<file path="src/core/cpu_flag_regs.svh">
// register offsets, status bit positions, opcodes and cycle counts
`ifndef CPU_FLAG_REGS_SVH
`define CPU_FLAG_REGS_SVH
`define OFF_ACC 3'h0
`define OFF_MEMX 3'h1
`define OFF_OPND 3'h2
`define OFF_PSW 3'h3
`define OFF_HIGH 3'h4
`define OFF_IRQ 3'h5
`define OFF_CMD 3'h6
`define OFF_CTRL 3'h7
`define PSW_C 0
`define PSW_Z 1
`define PSW_I 2
`define PSW_D 3
`define PSW_B 4
`define PSW_T 5
`define PSW_V 6
`define PSW_N 7
`define PSW_RST 8'h04
`define CTRL_RST 8'h01
`define CTRL_HS 0
`define OP_NOP 5'h00
`define OP_ADD_CARRY 5'h01
`define OP_SUB_BORROW 5'h02
`define OP_AND 5'h03
`define OP_OR 5'h04
`define OP_XOR 5'h05
`define OP_CARRY_SET 5'h06
`define OP_CARRY_CLR 5'h07
`define OP_TEN_SET 5'h08
`define OP_TEN_CLR 5'h09
`define OP_XMODE_SET 5'h0A
`define OP_XMODE_CLR 5'h0B
`define OP_IMASK_SET 5'h0C
`define OP_IMASK_CLR 5'h0D
`define OP_PRODUCT 5'h0E
`define OP_QUOTIENT 5'h0F
`define OP_BRANCH_SET 5'h10
`define OP_BRANCH_CLR 5'h11
`define CYC_BASE 5'h02
`define CYC_T_EXTRA 5'h03
`define CYC_MUL 5'h0F
`define CYC_DIV 5'h10
`define CYC_BB 5'h05
`define DIV_HIGH 4'h2
`define DIV_MID 4'h8
`endif

</file>
<file path="src/core/cpu_flag_pkg.sv">
// shared types of the status flag and arithmetic core
package cpu_flag_pkg;
  typedef enum logic {ST_IDLE, ST_EXEC} exec_state_t;
  typedef logic [4:0] opcode_t;
  typedef logic [7:0] byte_t;
endpackage

</file>
<file path="src/core/cpu_flag_core.sv">
// status word, decimal arithmetic, multiply and divide of the cpu core
// Function
// - reset sets the interrupt mask flag of the status word; other flags may be anything.
// - a written interrupt request value need only show to bit tests after one more instruction.
// - with the base-ten flag set, add and subtract work in packed decimal.
// - sign, overflow and zero flags carry no meaning after decimal arithmetic.
// - results of decimal arithmetic hold once a later instruction sets or clears carry or base-ten.
// - multiply and divide ignore the index-X mode and base-ten flags.
// - multiply and divide leave the whole status word unchanged.
// - an instruction lasts its cycle count times the cycle clock period.
// - in high-speed mode the cycle clock is the main oscillator input divided by two.
`timescale 1ns/1ps
`default_nettype none
`include "cpu_flag_regs.svh"
module cpu_flag_core (
  // clock and reset
  input wire logic CLK_SYS_IN,
  input wire logic RST_N_IN,
  // register port
  input wire logic [2:0] ADDR_IN,
  input wire cpu_flag_pkg::byte_t WDATA_IN,
  input wire logic WR_IN,
  input wire logic RD_IN,
  output var cpu_flag_pkg::byte_t RDATA_OUT,
  // status
  output logic BUSY_OUT,
  output var cpu_flag_pkg::byte_t PSW_OUT,
  output logic PHI_OUT
);
  import cpu_flag_pkg::*;

  logic rst_s1_r;
  logic rst_n_r;
  exec_state_t state_r;
  byte_t acc_r;
  byte_t memx_r;
  byte_t opnd_r;
  byte_t high_r;
  byte_t psw_r;
  byte_t psw_nxt;
  byte_t ctrl_r;
  byte_t irq_pend_r;
  byte_t irq_stage_r;
  byte_t irq_vis_r;
  byte_t rdata_r;
  byte_t op_a_r;
  byte_t op_b_r;
  byte_t op_h_r;
  byte_t alu_res;
  byte_t add_sum;
  opcode_t op_r;
  logic [4:0] cnt_r;
  logic xmode_r;
  logic taken_r;
  logic busy;
  logic issue;
  logic done;
  logic tick;
  logic add_c;
  logic add_v;
  logic [15:0] product;
  logic [15:0] dividend;
  logic [15:0] quot;
  logic [15:0] remd;

  function automatic logic hit(input logic s, input logic [2:0] a, input logic [2:0] w);
    hit = s && (a == w);
  endfunction

  function automatic logic is_alu(input opcode_t op);
    is_alu = (op >= `OP_ADD_CARRY) && (op <= `OP_XOR);
  endfunction

  function automatic logic [4:0] cycles(input opcode_t op, input logic t);
    case (op)
      `OP_PRODUCT: cycles = `CYC_MUL;
      `OP_QUOTIENT: cycles = `CYC_DIV;
      `OP_BRANCH_SET, `OP_BRANCH_CLR: cycles = `CYC_BB;
      default: cycles = (is_alu(op) && t) ? `CYC_BASE + `CYC_T_EXTRA : `CYC_BASE;
    endcase
  endfunction

  function automatic logic bcd_ok(input byte_t v);
    bcd_ok = (v[3:0] <= 4'h9) && (v[7:4] <= 4'h9);
  endfunction

  // reset released through two flip-flops
  always_ff @(posedge CLK_SYS_IN or negedge RST_N_IN) begin
    if (!RST_N_IN) begin
      rst_s1_r <= 1'b0;
      rst_n_r <= 1'b0;
    end else begin
      rst_s1_r <= 1'b1;
      rst_n_r <= rst_s1_r;
    end
  end

  assign busy = (state_r == ST_EXEC);
  assign issue = hit(WR_IN, ADDR_IN, `OFF_CMD) && !busy;
  // completion lands exactly on the last cycle clock tick
  assign done = busy && tick && (cnt_r == 5'h01);

  phi_divider u_phi (
    .clk_in(CLK_SYS_IN),
    .rst_n_in(rst_n_r),
    .high_speed_in(ctrl_r[`CTRL_HS]),
    .restart_in(issue),
    .tick_out(tick)
  );

  bcd_adder u_add (
    .a_in(op_a_r),
    .b_in(op_b_r),
    .carry_in(psw_r[`PSW_C]),
    .sub_in(op_r == `OP_SUB_BORROW),
    .dec_in(psw_r[`PSW_D]),
    .sum_out(add_sum),
    .carry_out(add_c),
    .ovf_out(add_v)
  );

  // multiply and divide see only the captured operands
  assign product = op_a_r * op_b_r;
  assign dividend = {op_h_r, op_a_r};
  assign quot = (op_b_r == 8'h00) ? 16'h00FF : dividend / {8'h00, op_b_r};
  assign remd = (op_b_r == 8'h00) ? {8'h00, op_h_r} : dividend % {8'h00, op_b_r};

  always_comb begin
    case (op_r)
      `OP_AND: alu_res = op_a_r & op_b_r;
      `OP_OR: alu_res = op_a_r | op_b_r;
      `OP_XOR: alu_res = op_a_r ^ op_b_r;
      default: alu_res = add_sum;
    endcase
  end

  always_ff @(posedge CLK_SYS_IN or negedge rst_n_r) begin
    if (!rst_n_r) begin
      state_r <= ST_IDLE;
    end else begin
      case (state_r)
        ST_IDLE: if (issue) state_r <= ST_EXEC;
        ST_EXEC: if (done) state_r <= ST_IDLE;
        default: state_r <= ST_IDLE;
      endcase
    end
  end

  // cycle count in cycle clock periods
  always_ff @(posedge CLK_SYS_IN or negedge rst_n_r) begin
    if (!rst_n_r) begin
      cnt_r <= 5'h00;
    end else if (issue) begin
      cnt_r <= cycles(WDATA_IN[4:0], psw_r[`PSW_T]);
    end else if (busy && tick) begin
      cnt_r <= cnt_r - 5'h01;
    end
  end

  // operands captured at issue so late writes cannot disturb a result
  always_ff @(posedge CLK_SYS_IN or negedge rst_n_r) begin
    if (!rst_n_r) begin
      op_r <= `OP_NOP;
      op_a_r <= 8'h00;
      op_b_r <= 8'h00;
      op_h_r <= 8'h00;
      xmode_r <= 1'b0;
    end else if (issue) begin
      op_r <= WDATA_IN[4:0];
      xmode_r <= psw_r[`PSW_T] && is_alu(WDATA_IN[4:0]);
      op_a_r <= (psw_r[`PSW_T] && is_alu(WDATA_IN[4:0])) ? memx_r : acc_r;
      op_b_r <= opnd_r;
      op_h_r <= high_r;
    end
  end

  // a write to acc, memx, operand, high or psw while busy is dropped
  always_ff @(posedge CLK_SYS_IN or negedge rst_n_r) begin
    if (!rst_n_r) begin
      acc_r <= 8'h00;
    end else if (done && is_alu(op_r) && !xmode_r) begin
      acc_r <= alu_res;
    end else if (done && op_r == `OP_PRODUCT) begin
      acc_r <= product[7:0];
    end else if (done && op_r == `OP_QUOTIENT) begin
      acc_r <= quot[7:0];
    end else if (hit(WR_IN, ADDR_IN, `OFF_ACC) && !busy) begin
      acc_r <= WDATA_IN;
    end
  end

  always_ff @(posedge CLK_SYS_IN or negedge rst_n_r) begin
    if (!rst_n_r) begin
      memx_r <= 8'h00;
    end else if (done && xmode_r) begin
      memx_r <= alu_res;
    end else if (hit(WR_IN, ADDR_IN, `OFF_MEMX) && !busy) begin
      memx_r <= WDATA_IN;
    end
  end

  always_ff @(posedge CLK_SYS_IN or negedge rst_n_r) begin
    if (!rst_n_r) begin
      opnd_r <= 8'h00;
    end else if (hit(WR_IN, ADDR_IN, `OFF_OPND) && !busy) begin
      opnd_r <= WDATA_IN;
    end
  end

  always_ff @(posedge CLK_SYS_IN or negedge rst_n_r) begin
    if (!rst_n_r) begin
      high_r <= 8'h00;
    end else if (done && op_r == `OP_PRODUCT) begin
      high_r <= product[15:8];
    end else if (done && op_r == `OP_QUOTIENT) begin
      high_r <= remd[7:0];
    end else if (hit(WR_IN, ADDR_IN, `OFF_HIGH) && !busy) begin
      high_r <= WDATA_IN;
    end
  end

  always_comb begin
    psw_nxt = psw_r;
    case (op_r)
      `OP_ADD_CARRY, `OP_SUB_BORROW: begin
        // flags written as for binary; sign, overflow, zero unreliable in decimal
        psw_nxt[`PSW_C] = add_c;
        psw_nxt[`PSW_V] = add_v;
        psw_nxt[`PSW_N] = alu_res[7];
        psw_nxt[`PSW_Z] = (alu_res == 8'h00);
      end
      `OP_AND, `OP_OR, `OP_XOR: begin
        psw_nxt[`PSW_N] = alu_res[7];
        psw_nxt[`PSW_Z] = (alu_res == 8'h00);
      end
      // carry and base-ten edits act on settled flags
      `OP_CARRY_SET: psw_nxt[`PSW_C] = 1'b1;
      `OP_CARRY_CLR: psw_nxt[`PSW_C] = 1'b0;
      `OP_TEN_SET: psw_nxt[`PSW_D] = 1'b1;
      `OP_TEN_CLR: psw_nxt[`PSW_D] = 1'b0;
      `OP_XMODE_SET: psw_nxt[`PSW_T] = 1'b1;
      `OP_XMODE_CLR: psw_nxt[`PSW_T] = 1'b0;
      `OP_IMASK_SET: psw_nxt[`PSW_I] = 1'b1;
      `OP_IMASK_CLR: psw_nxt[`PSW_I] = 1'b0;
      // product and quotient keep the word as it is
      default: psw_nxt = psw_r;
    endcase
  end

  always_ff @(posedge CLK_SYS_IN or negedge rst_n_r) begin
    if (!rst_n_r) begin
      psw_r <= `PSW_RST;
    end else if (done) begin
      psw_r <= psw_nxt;
    end else if (hit(WR_IN, ADDR_IN, `OFF_PSW) && !busy) begin
      psw_r <= WDATA_IN;
    end
  end

  always_ff @(posedge CLK_SYS_IN or negedge rst_n_r) begin
    if (!rst_n_r) begin
      ctrl_r <= `CTRL_RST;
    end else if (hit(WR_IN, ADDR_IN, `OFF_CTRL)) begin
      ctrl_r <= WDATA_IN;
    end
  end

  // request writes pass a stage; bit tests see them one instruction later
  always_ff @(posedge CLK_SYS_IN or negedge rst_n_r) begin
    if (!rst_n_r) begin
      irq_pend_r <= 8'h00;
      irq_stage_r <= 8'h00;
      irq_vis_r <= 8'h00;
    end else begin
      if (hit(WR_IN, ADDR_IN, `OFF_IRQ)) irq_pend_r <= WDATA_IN;
      if (issue) irq_stage_r <= irq_pend_r;
      if (done) irq_vis_r <= irq_stage_r;
    end
  end

  // bit test picks its bit from ctrl[3:1]
  always_ff @(posedge CLK_SYS_IN or negedge rst_n_r) begin
    if (!rst_n_r) begin
      taken_r <= 1'b0;
    end else if (done && op_r == `OP_BRANCH_SET) begin
      taken_r <= irq_vis_r[ctrl_r[3:1]];
    end else if (done && op_r == `OP_BRANCH_CLR) begin
      taken_r <= !irq_vis_r[ctrl_r[3:1]];
    end
  end

  always_ff @(posedge CLK_SYS_IN or negedge rst_n_r) begin
    if (!rst_n_r) begin
      rdata_r <= 8'h00;
    end else if (RD_IN) begin
      case (ADDR_IN)
        `OFF_ACC: rdata_r <= acc_r;
        `OFF_MEMX: rdata_r <= memx_r;
        `OFF_OPND: rdata_r <= opnd_r;
        `OFF_PSW: rdata_r <= psw_r;
        `OFF_HIGH: rdata_r <= high_r;
        `OFF_IRQ: rdata_r <= irq_vis_r;
        `OFF_CMD: rdata_r <= {6'h00, taken_r, busy};
        default: rdata_r <= ctrl_r;
      endcase
    end else begin
      rdata_r <= 8'h00;
    end
  end

  assign RDATA_OUT = rdata_r;
  assign BUSY_OUT = busy;
  assign PSW_OUT = psw_r;
  assign PHI_OUT = tick;

  // helper: clocks spent since issue
  logic [7:0] exec_clks_r;
  logic [4:0] cyc_r;
  logic hs_at_r;
  always_ff @(posedge CLK_SYS_IN or negedge rst_n_r) begin
    if (!rst_n_r) begin
      exec_clks_r <= 8'h00;
      cyc_r <= 5'h00;
      hs_at_r <= 1'b0;
    end else if (issue) begin
      exec_clks_r <= 8'h00;
      cyc_r <= cycles(WDATA_IN[4:0], psw_r[`PSW_T]);
      hs_at_r <= ctrl_r[`CTRL_HS];
    end else if (busy) begin
      exec_clks_r <= exec_clks_r + 8'h01;
    end
  end
endmodule
`default_nettype wire

</file>
<file path="src/core/phi_divider.sv">
// internal cycle clock tick derived from the main oscillator input
`timescale 1ns/1ps
`default_nettype none
`include "cpu_flag_regs.svh"
module phi_divider (
  // clock and reset
  input wire logic clk_in,
  input wire logic rst_n_in,
  // control
  input wire logic high_speed_in,
  input wire logic restart_in,
  // tick, one cycle per cycle-clock period
  output logic tick_out
);
  logic [3:0] cnt_r;
  logic [3:0] last;

  // high-speed mode halves the main oscillator input
  assign last = high_speed_in ? (`DIV_HIGH - 4'h1) : (`DIV_MID - 4'h1);
  assign tick_out = (cnt_r == last);

  // restart aligns the phase to an instruction start
  always_ff @(posedge clk_in or negedge rst_n_in) begin
    if (!rst_n_in) begin
      cnt_r <= 4'h0;
    end else if (restart_in || cnt_r >= last) begin
      cnt_r <= 4'h0;
    end else begin
      cnt_r <= cnt_r + 4'h1;
    end
  end
endmodule
`default_nettype wire

</file>
<file path="src/core/bcd_adder.sv">
// binary or packed decimal add and subtract with carry
`timescale 1ns/1ps
`default_nettype none
module bcd_adder (
  // operands
  input wire cpu_flag_pkg::byte_t a_in,
  input wire cpu_flag_pkg::byte_t b_in,
  input wire logic carry_in,
  // mode
  input wire logic sub_in,
  input wire logic dec_in,
  // result
  output var cpu_flag_pkg::byte_t sum_out,
  output logic carry_out,
  output logic ovf_out
);
  import cpu_flag_pkg::*;

  logic [7:0] b_eff;
  logic [8:0] bin;
  logic [4:0] lo;
  logic [4:0] hi;
  logic lo_c;

  always_comb begin
    b_eff = sub_in ? ~b_in : b_in;
    bin = {1'b0, a_in} + {1'b0, b_eff} + {8'h00, carry_in};
    lo = 5'h00;
    hi = 5'h00;
    lo_c = 1'b0;
    sum_out = bin[7:0];
    carry_out = bin[8];
    if (dec_in && !sub_in) begin
      // decimal add: adjust each digit above nine
      lo = {1'b0, a_in[3:0]} + {1'b0, b_in[3:0]} + {4'h0, carry_in};
      lo_c = (lo > 5'h09);
      if (lo_c) lo = lo + 5'h06;
      hi = {1'b0, a_in[7:4]} + {1'b0, b_in[7:4]} + {4'h0, lo_c};
      carry_out = (hi > 5'h09);
      if (carry_out) hi = hi + 5'h06;
      sum_out = {hi[3:0], lo[3:0]};
    end else if (dec_in) begin
      // decimal subtract: carry set means no borrow
      lo = {1'b0, a_in[3:0]} - {1'b0, b_in[3:0]} - {4'h0, ~carry_in};
      lo_c = lo[4];
      if (lo_c) lo = lo - 5'h06;
      hi = {1'b0, a_in[7:4]} - {1'b0, b_in[7:4]} - {4'h0, lo_c};
      carry_out = ~hi[4];
      if (hi[4]) hi = hi - 5'h06;
      sum_out = {hi[3:0], lo[3:0]};
    end
    // binary overflow; meaningless in decimal mode
    ovf_out = (a_in[7] == b_eff[7]) && (bin[7] != a_in[7]);
  end
endmodule
`default_nettype wire

</file>
<file path="config.mk">
export PLATFORM = sky130hd
export DESIGN_NAME = cpu_flag_core
export DESIGN_NICKNAME = d
export VERILOG_FILES = /design/src/core/cpu_flag_pkg.sv /design/src/core/cpu_flag_core.sv /design/src/core/phi_divider.sv /design/src/core/bcd_adder.sv
export VERILOG_INCLUDE_DIRS = /design/src /design/src/core
export SDC_FILE = /design/constraint.sdc
export NUM_CORES = 1
export LEC_CHECK = 0
export BUFFER_PORTS_ARGS = -buffer_cell sky130_fd_sc_hd__clkbuf_2
export CAP_MARGIN = 20
export CELL_PAD_IN_SITES_DETAIL_PLACEMENT = 0
export CELL_PAD_IN_SITES_GLOBAL_PLACEMENT = 2
export CORE_UTILIZATION = 37
export CTS_BUF_LIST = sky130_fd_sc_hd__clkbuf_2
export DETAILED_ROUTE_END_ITERATION = 7
export GPL_TIMING_DRIVEN = 0
export PLACE_DENSITY = 0.8
export SYNTH_ARGS = -nofsm -noshare
export SYNTH_HDL_FRONTEND = slang
export SYNTH_HIERARCHICAL = 1
export SYNTH_SLANG_ARGS = --single-unit
</file>
<file path="constraint.sdc">
create_clock -name CLK_SYS_IN -period 3.6 [get_ports CLK_SYS_IN]
set_input_delay 0.36 -clock CLK_SYS_IN [delete_from_list [all_inputs] [get_ports CLK_SYS_IN]]
set_output_delay 0.36 -clock CLK_SYS_IN [all_outputs]
set_load 0.05 [all_outputs]
</file>
==> results of run 1 <==
## Yosys cell counts, drive strengths merged, types with 5 or more instances
cell	n	area share
a211oi	20	0.010
a221oi	9	0.0054
a21boi	9	0.0043
o211a	9	0.0057
nand4	12	0.0047
xnor2	48	0.026
o22ai	8	0.0032
nor3b	5	0.0024
a311oi	6	0.0033
nor3	59	0.019
a22oi	16	0.0076
nand2	242	0.058
nor2	164	0.039
mux2	64	0.046
nor4	8	0.0041
ha	190	0.15
fa	47	0.059
mux2i	38	0.025
o211ai	26	0.013
nor4b	6	0.0033
o21a	49	0.023
a31oi	15	0.0069
o21ai	127	0.040
clkbuf	54	0.013
a221o	5	0.0032
o31ai	20	0.010
dfrtp	121	0.19
nand3	32	0.010
o221ai	12	0.0066
buf	17	0.0067
inv	135	0.032
o21bai	8	0.0038
nand2b	20	0.0079
a21o	28	0.013
xor2	36	0.020
and3	12	0.0051
and2	11	0.0044
nor2b	17	0.0067
or3	15	0.0059
a21oi	114	0.038
or2	17	0.0069
nand4b	5	0.0028
## worst reg2reg max path, delay by kind of cell, from the launching register on
family                     cells  cell delay, ns
DFF                            1            0.48
AOI/OAI and AO/OA             79           14.59
adders and majority gates     15            3.73
and+or+nand+nor               27            4.89
buffers and inverters         12            1.50
muxes                          8            2.31
## routing by layer
metal | GRT usage | part of all wire | vias up | wire length [um]
met2 | 0.454 | 0.50 | 300 | 28000
met4 | 0.0692 | 0.026 | 0 | 1430
met5 | 0 | 0 | - | 0
met1 | 0.322 | 0.45 | 7640 | 25000
li1 | - | - | 7566 | -
met3 | 0.0209 | 0.028 | 83 | 1580
## cells by family (layout without fill, tap and decap cells)
logic type	after synthesis	after routing	share of synthesized area
AND/OR/NAND/NOR	639	639	0.188
AO/OA/AOI/OAI	535	535	0.234
adder cells (fa/ha/maj)	238	238	0.210
buffers and inverters	209	510	0.0524
flip-flops	123	123	0.194
multiplexers	105	105	0.0751
XOR/XNOR	84	84	0.0468
other	1	2	0.000236
## layout make-up
type / instances / area, um2 / share of cell area
Inverter: 137 / 536 / 0.0260
Clock buffer: 18 / 90.1 / 0.00438
Buffer: 70 / 357 / 0.0173
Timing Repair inverter: 1 / 5.00 / 0.000243
Sequential cell: 123 / 3110 / 0.151
Multi-Input combinational cell: 1602 / 13500 / 0.654
Timing Repair Buffer: 270 / 2170 / 0.106
Antenna cell: 1 / 2.50 / 0.000122
Clock inverter: 14 / 164 / 0.00797
Tap cell: 539 / 674 / 0.0328
## through the flow
step / area (um2) / utilization / TNS [ns]
finish: 20600 / 0.488 / -330.22
floorplan: 16400 / - / -313.97
global route: 20600 / 0.488 / -349.23
CTS: 19600 / 0.465 / -322.92
detailed placement: 17400 / 0.412 / -381.97
global placement: 17200 / 0.409 / -381.61
## registers in the layout (all words and copies together), names as in the netlist, 8 cells and up
register	count
PSW_OUT	8
RDATA_OUT	8
acc_r	8
ctrl_r	8
high_r	8
irq_pend_r	8
irq_stage_r	8
irq_vis_r	8
memx_r	8
op_a_r	8
op_b_r	8
op_h_r	8
opnd_r	8
## final timing paths
| path | from | to | cells past startpoint |
|---|---|---|---|
| max | op_b_r[6]$_DFFE_PN0P_ | acc_r[0]$_DFFE_PN0P_ | 141 |
| min | ADDR_IN[2] | opnd_r[3]$_DFFE_PN0P_ | 3 |
| max reg2reg | op_b_r[6]$_DFFE_PN0P_ | acc_r[0]$_DFFE_PN0P_ | 141 |
| min reg2reg | rst_s1_r$_DFF_PN0_ | rst_n_r$_DFF_PN0_ | 0 |
| max in group asynchronous | rst_n_r$_DFF_PN0_ | op_b_r[0]$_DFFE_PN0P_ | 1 |
| min in group asynchronous | rst_n_r$_DFF_PN0_ | RDATA_OUT[5]$_DFF_PN0_ | 0 |
## timing repair
action	in CTS	in global routing
endpoints found under the setup margin	28	26
cloned	2	0
setup buffers	156	79
endpoints found under the hold margin	13	1
hold buffers	6	1
pin swaps	117	137
resized for setup	156	90
==> impl_table.tex, run 1 <==
\begin{tabular}{lr}
\hline
Metric & Value \\
\hline
\multicolumn{2}{l}{\textbf{Global route}} \\
Overall Global Routing Usage & 0.252 \\
First-pass GRT wire length & 86600 um \\
Vias in the first global route & between 15000 and 20000 \\
Largest net degree at the start of global routing & 63 \\
Antenna violations before repair & 1 \\
Remaining Overflow, GRT & 0 \\
\multicolumn{2}{l}{\textbf{Logic synthesis}} \\
Post-Synthesis Net Count & 2186 \\
Avg Inst Size Synth & 8.20 um2 \\
Share of synthesized registers carrying an async set or reset & 1.00 \\
Number of distinct library cells after synthesis & 112 \\
Commonest register cell after synthesis & sky130\_fd\_sc\_hd\_\_dfrtp\_1 \\
Synth warn & 6 \\
Sequential area share after synthesis & 0.194 \\
Combined area of all synthesized cells & approximately 0.016 mm2 \\
Number of enable flip-flop cells after synthesis & 0 \\
Flops \& latches, synth & 123 \\
Post-Synthesis Cells & 1934 \\
\multicolumn{2}{l}{\textbf{Detailed routing}} \\
Wirelength per Cell & 20.2 um \\
Via/cell ratio & 5.62 \\
Count of TritonRoute iterations in the first routing pass & 6 \\
Iteration-0 DRC count of the detailed router & 960 \\
Wire length reported by the detailed router & 56000 um \\
Vias post-DR & about 16000 \\
DRC viols & 0 \\
Routed Antenna Nets & 0 \\
\multicolumn{2}{l}{\textbf{Clocking}} \\
CTS tree & done \\
Cell chosen for the clock root & sky130\_fd\_sc\_hd\_\_clkbuf\_2 \\
CTS Sinks & 123 \\
Worst-case clock buffer depth & 2 \\
Total clock buffers created by CTS & 17 \\
Clk Latency, worst-skew pair & about 0.75 ns \\
Clock slew seen by the registers of the worst setup and hold paths & $\sim$0.23 ns \\
Number of levels in the clock H-tree & 4 \\
\multicolumn{2}{l}{\textbf{Setup path}} \\
Worst Path Required & 4.25 ns \\
Max stage delay on crit path & 0.49 ns \\
Cell type with the highest occurrence count on the critical path & sky130\_fd\_sc\_hd\_\_o21a\_1 \\
Startpoint class of the critical path & register \\
CP top delay family & compound AO/OA/AOI/OAI gates \\
R2R Setup Slk & -23.98 ns \\
Count of buffer and inverter cells on the critical path & 12 \\
Worst-path maximum fanout & 8 \\
Path type of the worst setup path & register to register \\
Standard cell with the maximum stage delay on the critical path & sky130\_fd\_sc\_hd\_\_o41a\_1 \\
Endpoint kind of the worst setup timing path & register \\
Critical Path AT & 28.23 ns \\
\multicolumn{2}{l}{\textbf{Timing}} \\
Max-slew headroom at the worst pin & 0.211 \\
Final critical-path setup slack & -23.98 ns \\
Setup repair after global routing missed its margin & yes \\
Final setup violating endpoints & 23 \\
Final period utilization & 7.66 \\
Worst setup skew after layout & 0.0322 ns \\
Final Hold Vio Count & 0 \\
Minimum clock period & 27.58 ns \\
Worst hold margin & 0.0869 ns \\
Number of slew-limit violations in the final report & 0 \\
FMAX & 0.0363 GHz \\
Transition time at the pin with the least slew margin & 1.18 ns \\
\multicolumn{2}{l}{\textbf{Floorplan}} \\
Placement Rows & 75 \\
Effective utilization at floorplan & 0.377 \\
Boundary pin count & 33 \\
Area inside the core boundary & about 0.042 mm2 \\
Chip Width & 209 um \\
Die H & 209 um \\
Area of the die & 0.0437 mm2 \\
\multicolumn{2}{l}{\textbf{Placement}} \\
Post-Place Worst Slack & -27.37 ns \\
Total of buffers placed on input and output ports & 30 \\
Routability Congestion & 0.875 \\
HPWL reported at the end of detailed placement & 40600 um \\
Inst Count DP & 2508 \\
\multicolumn{2}{l}{\textbf{Final layout}} \\
Fillers & 4067 \\
Most common library cell in the layout ignoring fill and taps & sky130\_fd\_sc\_hd\_\_nand2\_1 \\
Number of standard cells in the final layout excluding fillers & 2775 \\
Share of cells above drive strength 1 & 0.288 \\
Final net count & 2474 \\
Synth-to-Final Area Change & 29.6\% \\
Commonest non-fill, non-tap cells in the layout & sky130\_fd\_sc\_hd\_\_nand2\_1 (235), sky130\_fd\_sc\_hd\_\_buf\_4 (197), sky130\_fd\_sc\_hd\_\_ha\_1 (153), sky130\_fd\_sc\_hd\_\_nor2\_1 (148), sky130\_fd\_sc\_hd\_\_inv\_1 (120) \\
\multicolumn{2}{l}{\textbf{Outcome}} \\
Result of the run & finished, violations left \\
Violations in the final reports & setup timing \\
\multicolumn{2}{l}{\textbf{Job}} \\
Maximum Capacitance Violations & 0 \\
\multicolumn{2}{l}{\textbf{Worst hold path}} \\
HP Class & input port to register \\
\hline
\end{tabular}
Power of run 1 is left out: the tool's default activity adds up to more than one toggle a clock period on the data nets, which glitch-free logic cannot reach.
==> run 2: changes to the inputs <==
- PLACE_DENSITY: 0.8 -> not set
- PLACE_DENSITY_LB_ADDON: not set -> 0.12
==> run 2 against run 1 <==
Against the previous run:
- count of clock-buffer cells in the layout is 1 higher
- maximum frequency decreased by 0.58%
- cell count shrank 2.3%
- the run still ends with setup timing left
- core utilization shrank 1.7 points
- sequential cell count did not move
- non-clock buffer count shrank 64
- setup slack got worse by 0.16 ns
- design area fell by 3.5%
- sequential share of layout area is 0.53 points higher
- critical endpoint is now high_r[7]$_DFFE_PN0P_
==> impl_table.tex, run 2 (synthesis results as in run 1) <==
\begin{tabular}{lr}
\hline
Metric & Value \\
\hline
\multicolumn{2}{l}{\textbf{Floorplan}} \\
Boundary pin count & 33 \\
Area inside the core boundary & between 0.04 and 0.05 mm2 \\
Effective utilization at floorplan & 0.377 \\
Area of the die & 0.0437 mm2 \\
Die H & 209 um \\
Placement Rows & 75 \\
Chip Width & 209 um \\
\multicolumn{2}{l}{\textbf{Final layout}} \\
Synth-to-Final Area Change & 25.0\% \\
Commonest non-fill, non-tap cells in the layout & sky130\_fd\_sc\_hd\_\_nand2\_1 (237), sky130\_fd\_sc\_hd\_\_ha\_1 (159), sky130\_fd\_sc\_hd\_\_buf\_4 (154), sky130\_fd\_sc\_hd\_\_nor2\_1 (148), sky130\_fd\_sc\_hd\_\_inv\_1 (122) \\
Most common library cell in the layout ignoring fill and taps & sky130\_fd\_sc\_hd\_\_nand2\_1 \\
Share of cells above drive strength 1 & 0.259 \\
Fillers & 4197 \\
Final net count & between 2000 and 2500 \\
\multicolumn{2}{l}{\textbf{Setup path}} \\
Count of buffer and inverter cells on the critical path & 14 \\
Cell type with the highest occurrence count on the critical path & sky130\_fd\_sc\_hd\_\_o21a\_1 \\
Path type of the worst setup path & register to register \\
Worst-path maximum fanout & 7 \\
Standard cell with the maximum stage delay on the critical path & sky130\_fd\_sc\_hd\_\_o41a\_1 \\
Startpoint class of the critical path & register \\
CP top delay family & compound AO/OA/AOI/OAI gates \\
Endpoint kind of the worst setup timing path & register \\
Critical Path AT & 28.35 ns \\
Launch point of the worst reg-to-reg path & op\_b\_r[6]\$\_DFFE\_PN0P\_ \\
Worst Path Required & about 4.2 ns \\
Max stage delay on crit path & between 0.4 and 0.5 ns \\
CP Launch Point & op\_b\_r[6]\$\_DFFE\_PN0P\_ \\
\multicolumn{2}{l}{\textbf{Detailed routing}} \\
Via/cell ratio & 5.72 \\
DRC viols & 0 \\
Iteration-0 DRC count of the detailed router & between 800 and 900 \\
Wire length reported by the detailed router & 57000 um \\
Count of TritonRoute iterations in the first routing pass & 5 \\
Wirelength per Cell & 21.0 um \\
Routed Antenna Nets & 0 \\
Vias post-DR & 15497 \\
\multicolumn{2}{l}{\textbf{Timing}} \\
FMAX & between 0.03 and 0.04 GHz \\
Worst hold margin & 0.0762 ns \\
Minimum clock period & between 20 and 30 ns \\
Number of slew-limit violations in the final report & 0 \\
Final period utilization & 7.71 \\
Final setup violating endpoints & 23 \\
Max-slew headroom at the worst pin & 0.262 \\
Worst setup skew after layout & between 0.05 and 0.06 ns \\
Fin Setup TNS & -331.50 ns \\
Final Hold Vio Count & 0 \\
Final critical-path setup slack & -24.14 ns \\
Transition time at the pin with the least slew margin & 1.11 ns \\
Setup repair after global routing missed its margin & yes \\
\multicolumn{2}{l}{\textbf{Global route}} \\
First-pass GRT wire length & 87100 um \\
Remaining Overflow, GRT & 0 \\
Vias in the first global route & $\sim$15000 \\
Overall Global Routing Usage & 0.257 \\
Largest net degree at the start of global routing & 64 \\
Antenna violations before repair & 1 \\
\multicolumn{2}{l}{\textbf{Worst hold path}} \\
HP Class & input port to register \\
Hold path startpoint & WDATA\_IN[7] \\
\multicolumn{2}{l}{\textbf{Outcome}} \\
Violations in the final reports & setup timing \\
Result of the run & finished, violations left \\
\multicolumn{2}{l}{\textbf{Clocking}} \\
Worst-case clock buffer depth & 2 \\
Cell chosen for the clock root & sky130\_fd\_sc\_hd\_\_clkbuf\_2 \\
CTS tree & done \\
Clk Latency, worst-skew pair & 0.74 ns \\
Number of levels in the clock H-tree & 4 \\
Clock slew seen by the registers of the worst setup and hold paths & $\sim$0.24 ns \\
CTS Sinks & 123 \\
Total clock buffers created by CTS & 17 \\
\multicolumn{2}{l}{\textbf{Placement}} \\
HPWL reported at the end of detailed placement & 42200 um \\
Routability Congestion & 0.856 \\
Post-Place Worst Slack & -27.79 ns \\
Total of buffers placed on input and output ports & 30 \\
\multicolumn{2}{l}{\textbf{Job}} \\
Maximum Capacitance Violations & 0 \\
\hline
\end{tabular}
## run 2: changes by cell type in the layout (fill, tap and decap cells not counted), sizes merged
cell and delta:
clkinv +3, inv -3, dlygate4sd3 -2, clkbuf -1
bufinv -1, buf -60
## run 2: worst paths after layout
kind                                    endpoint  slack, ns  cells after the start
min in group asynchronous  ctrl_r[5]$_DFFE_PN0P_       0.44                      0
hold / removal             ctrl_r[7]$_DFFE_PN0P_       0.08                      2
setup reg to reg           high_r[7]$_DFFE_PN0P_     -24.14                    142
setup / recovery           high_r[7]$_DFFE_PN0P_     -24.14                    142
hold reg to reg                rst_n_r$_DFF_PN0_       0.40                      0
max in group asynchronous  op_a_r[2]$_DFFE_PN0P_       2.32                      1
## run 2: stage by stage
step | cells | util | area [um2]
after floorplan | 1934 | - | 16400
after global placement | 2503 | 0.409 | 17200
after detailed placement | 2509 | 0.412 | 17300
after CTS | 2651 | 0.450 | 19000
after global routing | 2711 | 0.471 | 19800
final | 2711 | 0.471 | 19800
## run 2: repair_timing
action	in CTS	in global routing
hold endpoints to repair	12	0
endpoints found under the setup margin	28	26
hold buffers	5	0
setup buffers	104	61
pin swaps	69	99
resized for setup	114	81
gates cloned	2	0
## run 2: final cells by class
type / instances / area, um2 / share of cell area
multi-input combinational: 1602 / 13300 / 0.672
sequential: 123 / 3100 / 0.156
inverter: 137 / 528 / 0.0266
clock buffer: 19 / 95.1 / 0.00479
clock inverter: 13 / 120 / 0.00605
antenna: 1 / 2.50 / 0.000126
timing repair inverter: 1 / 5.00 / 0.000252
buffer: 70 / 357 / 0.0180
tap: 539 / 674 / 0.0340
timing repair buffer: 206 / 1620 / 0.0818
## run 2: routing by layer
layer  track usage  share of wire  vias to the layer above
met5             0              0                        -
met4        0.0811          0.032                        0
met3        0.0221          0.031                       91
met2         0.450           0.49                      331
met1         0.334           0.44                     7652
li1              -              -                     7423
Power of run 2 is left out for the same reason.
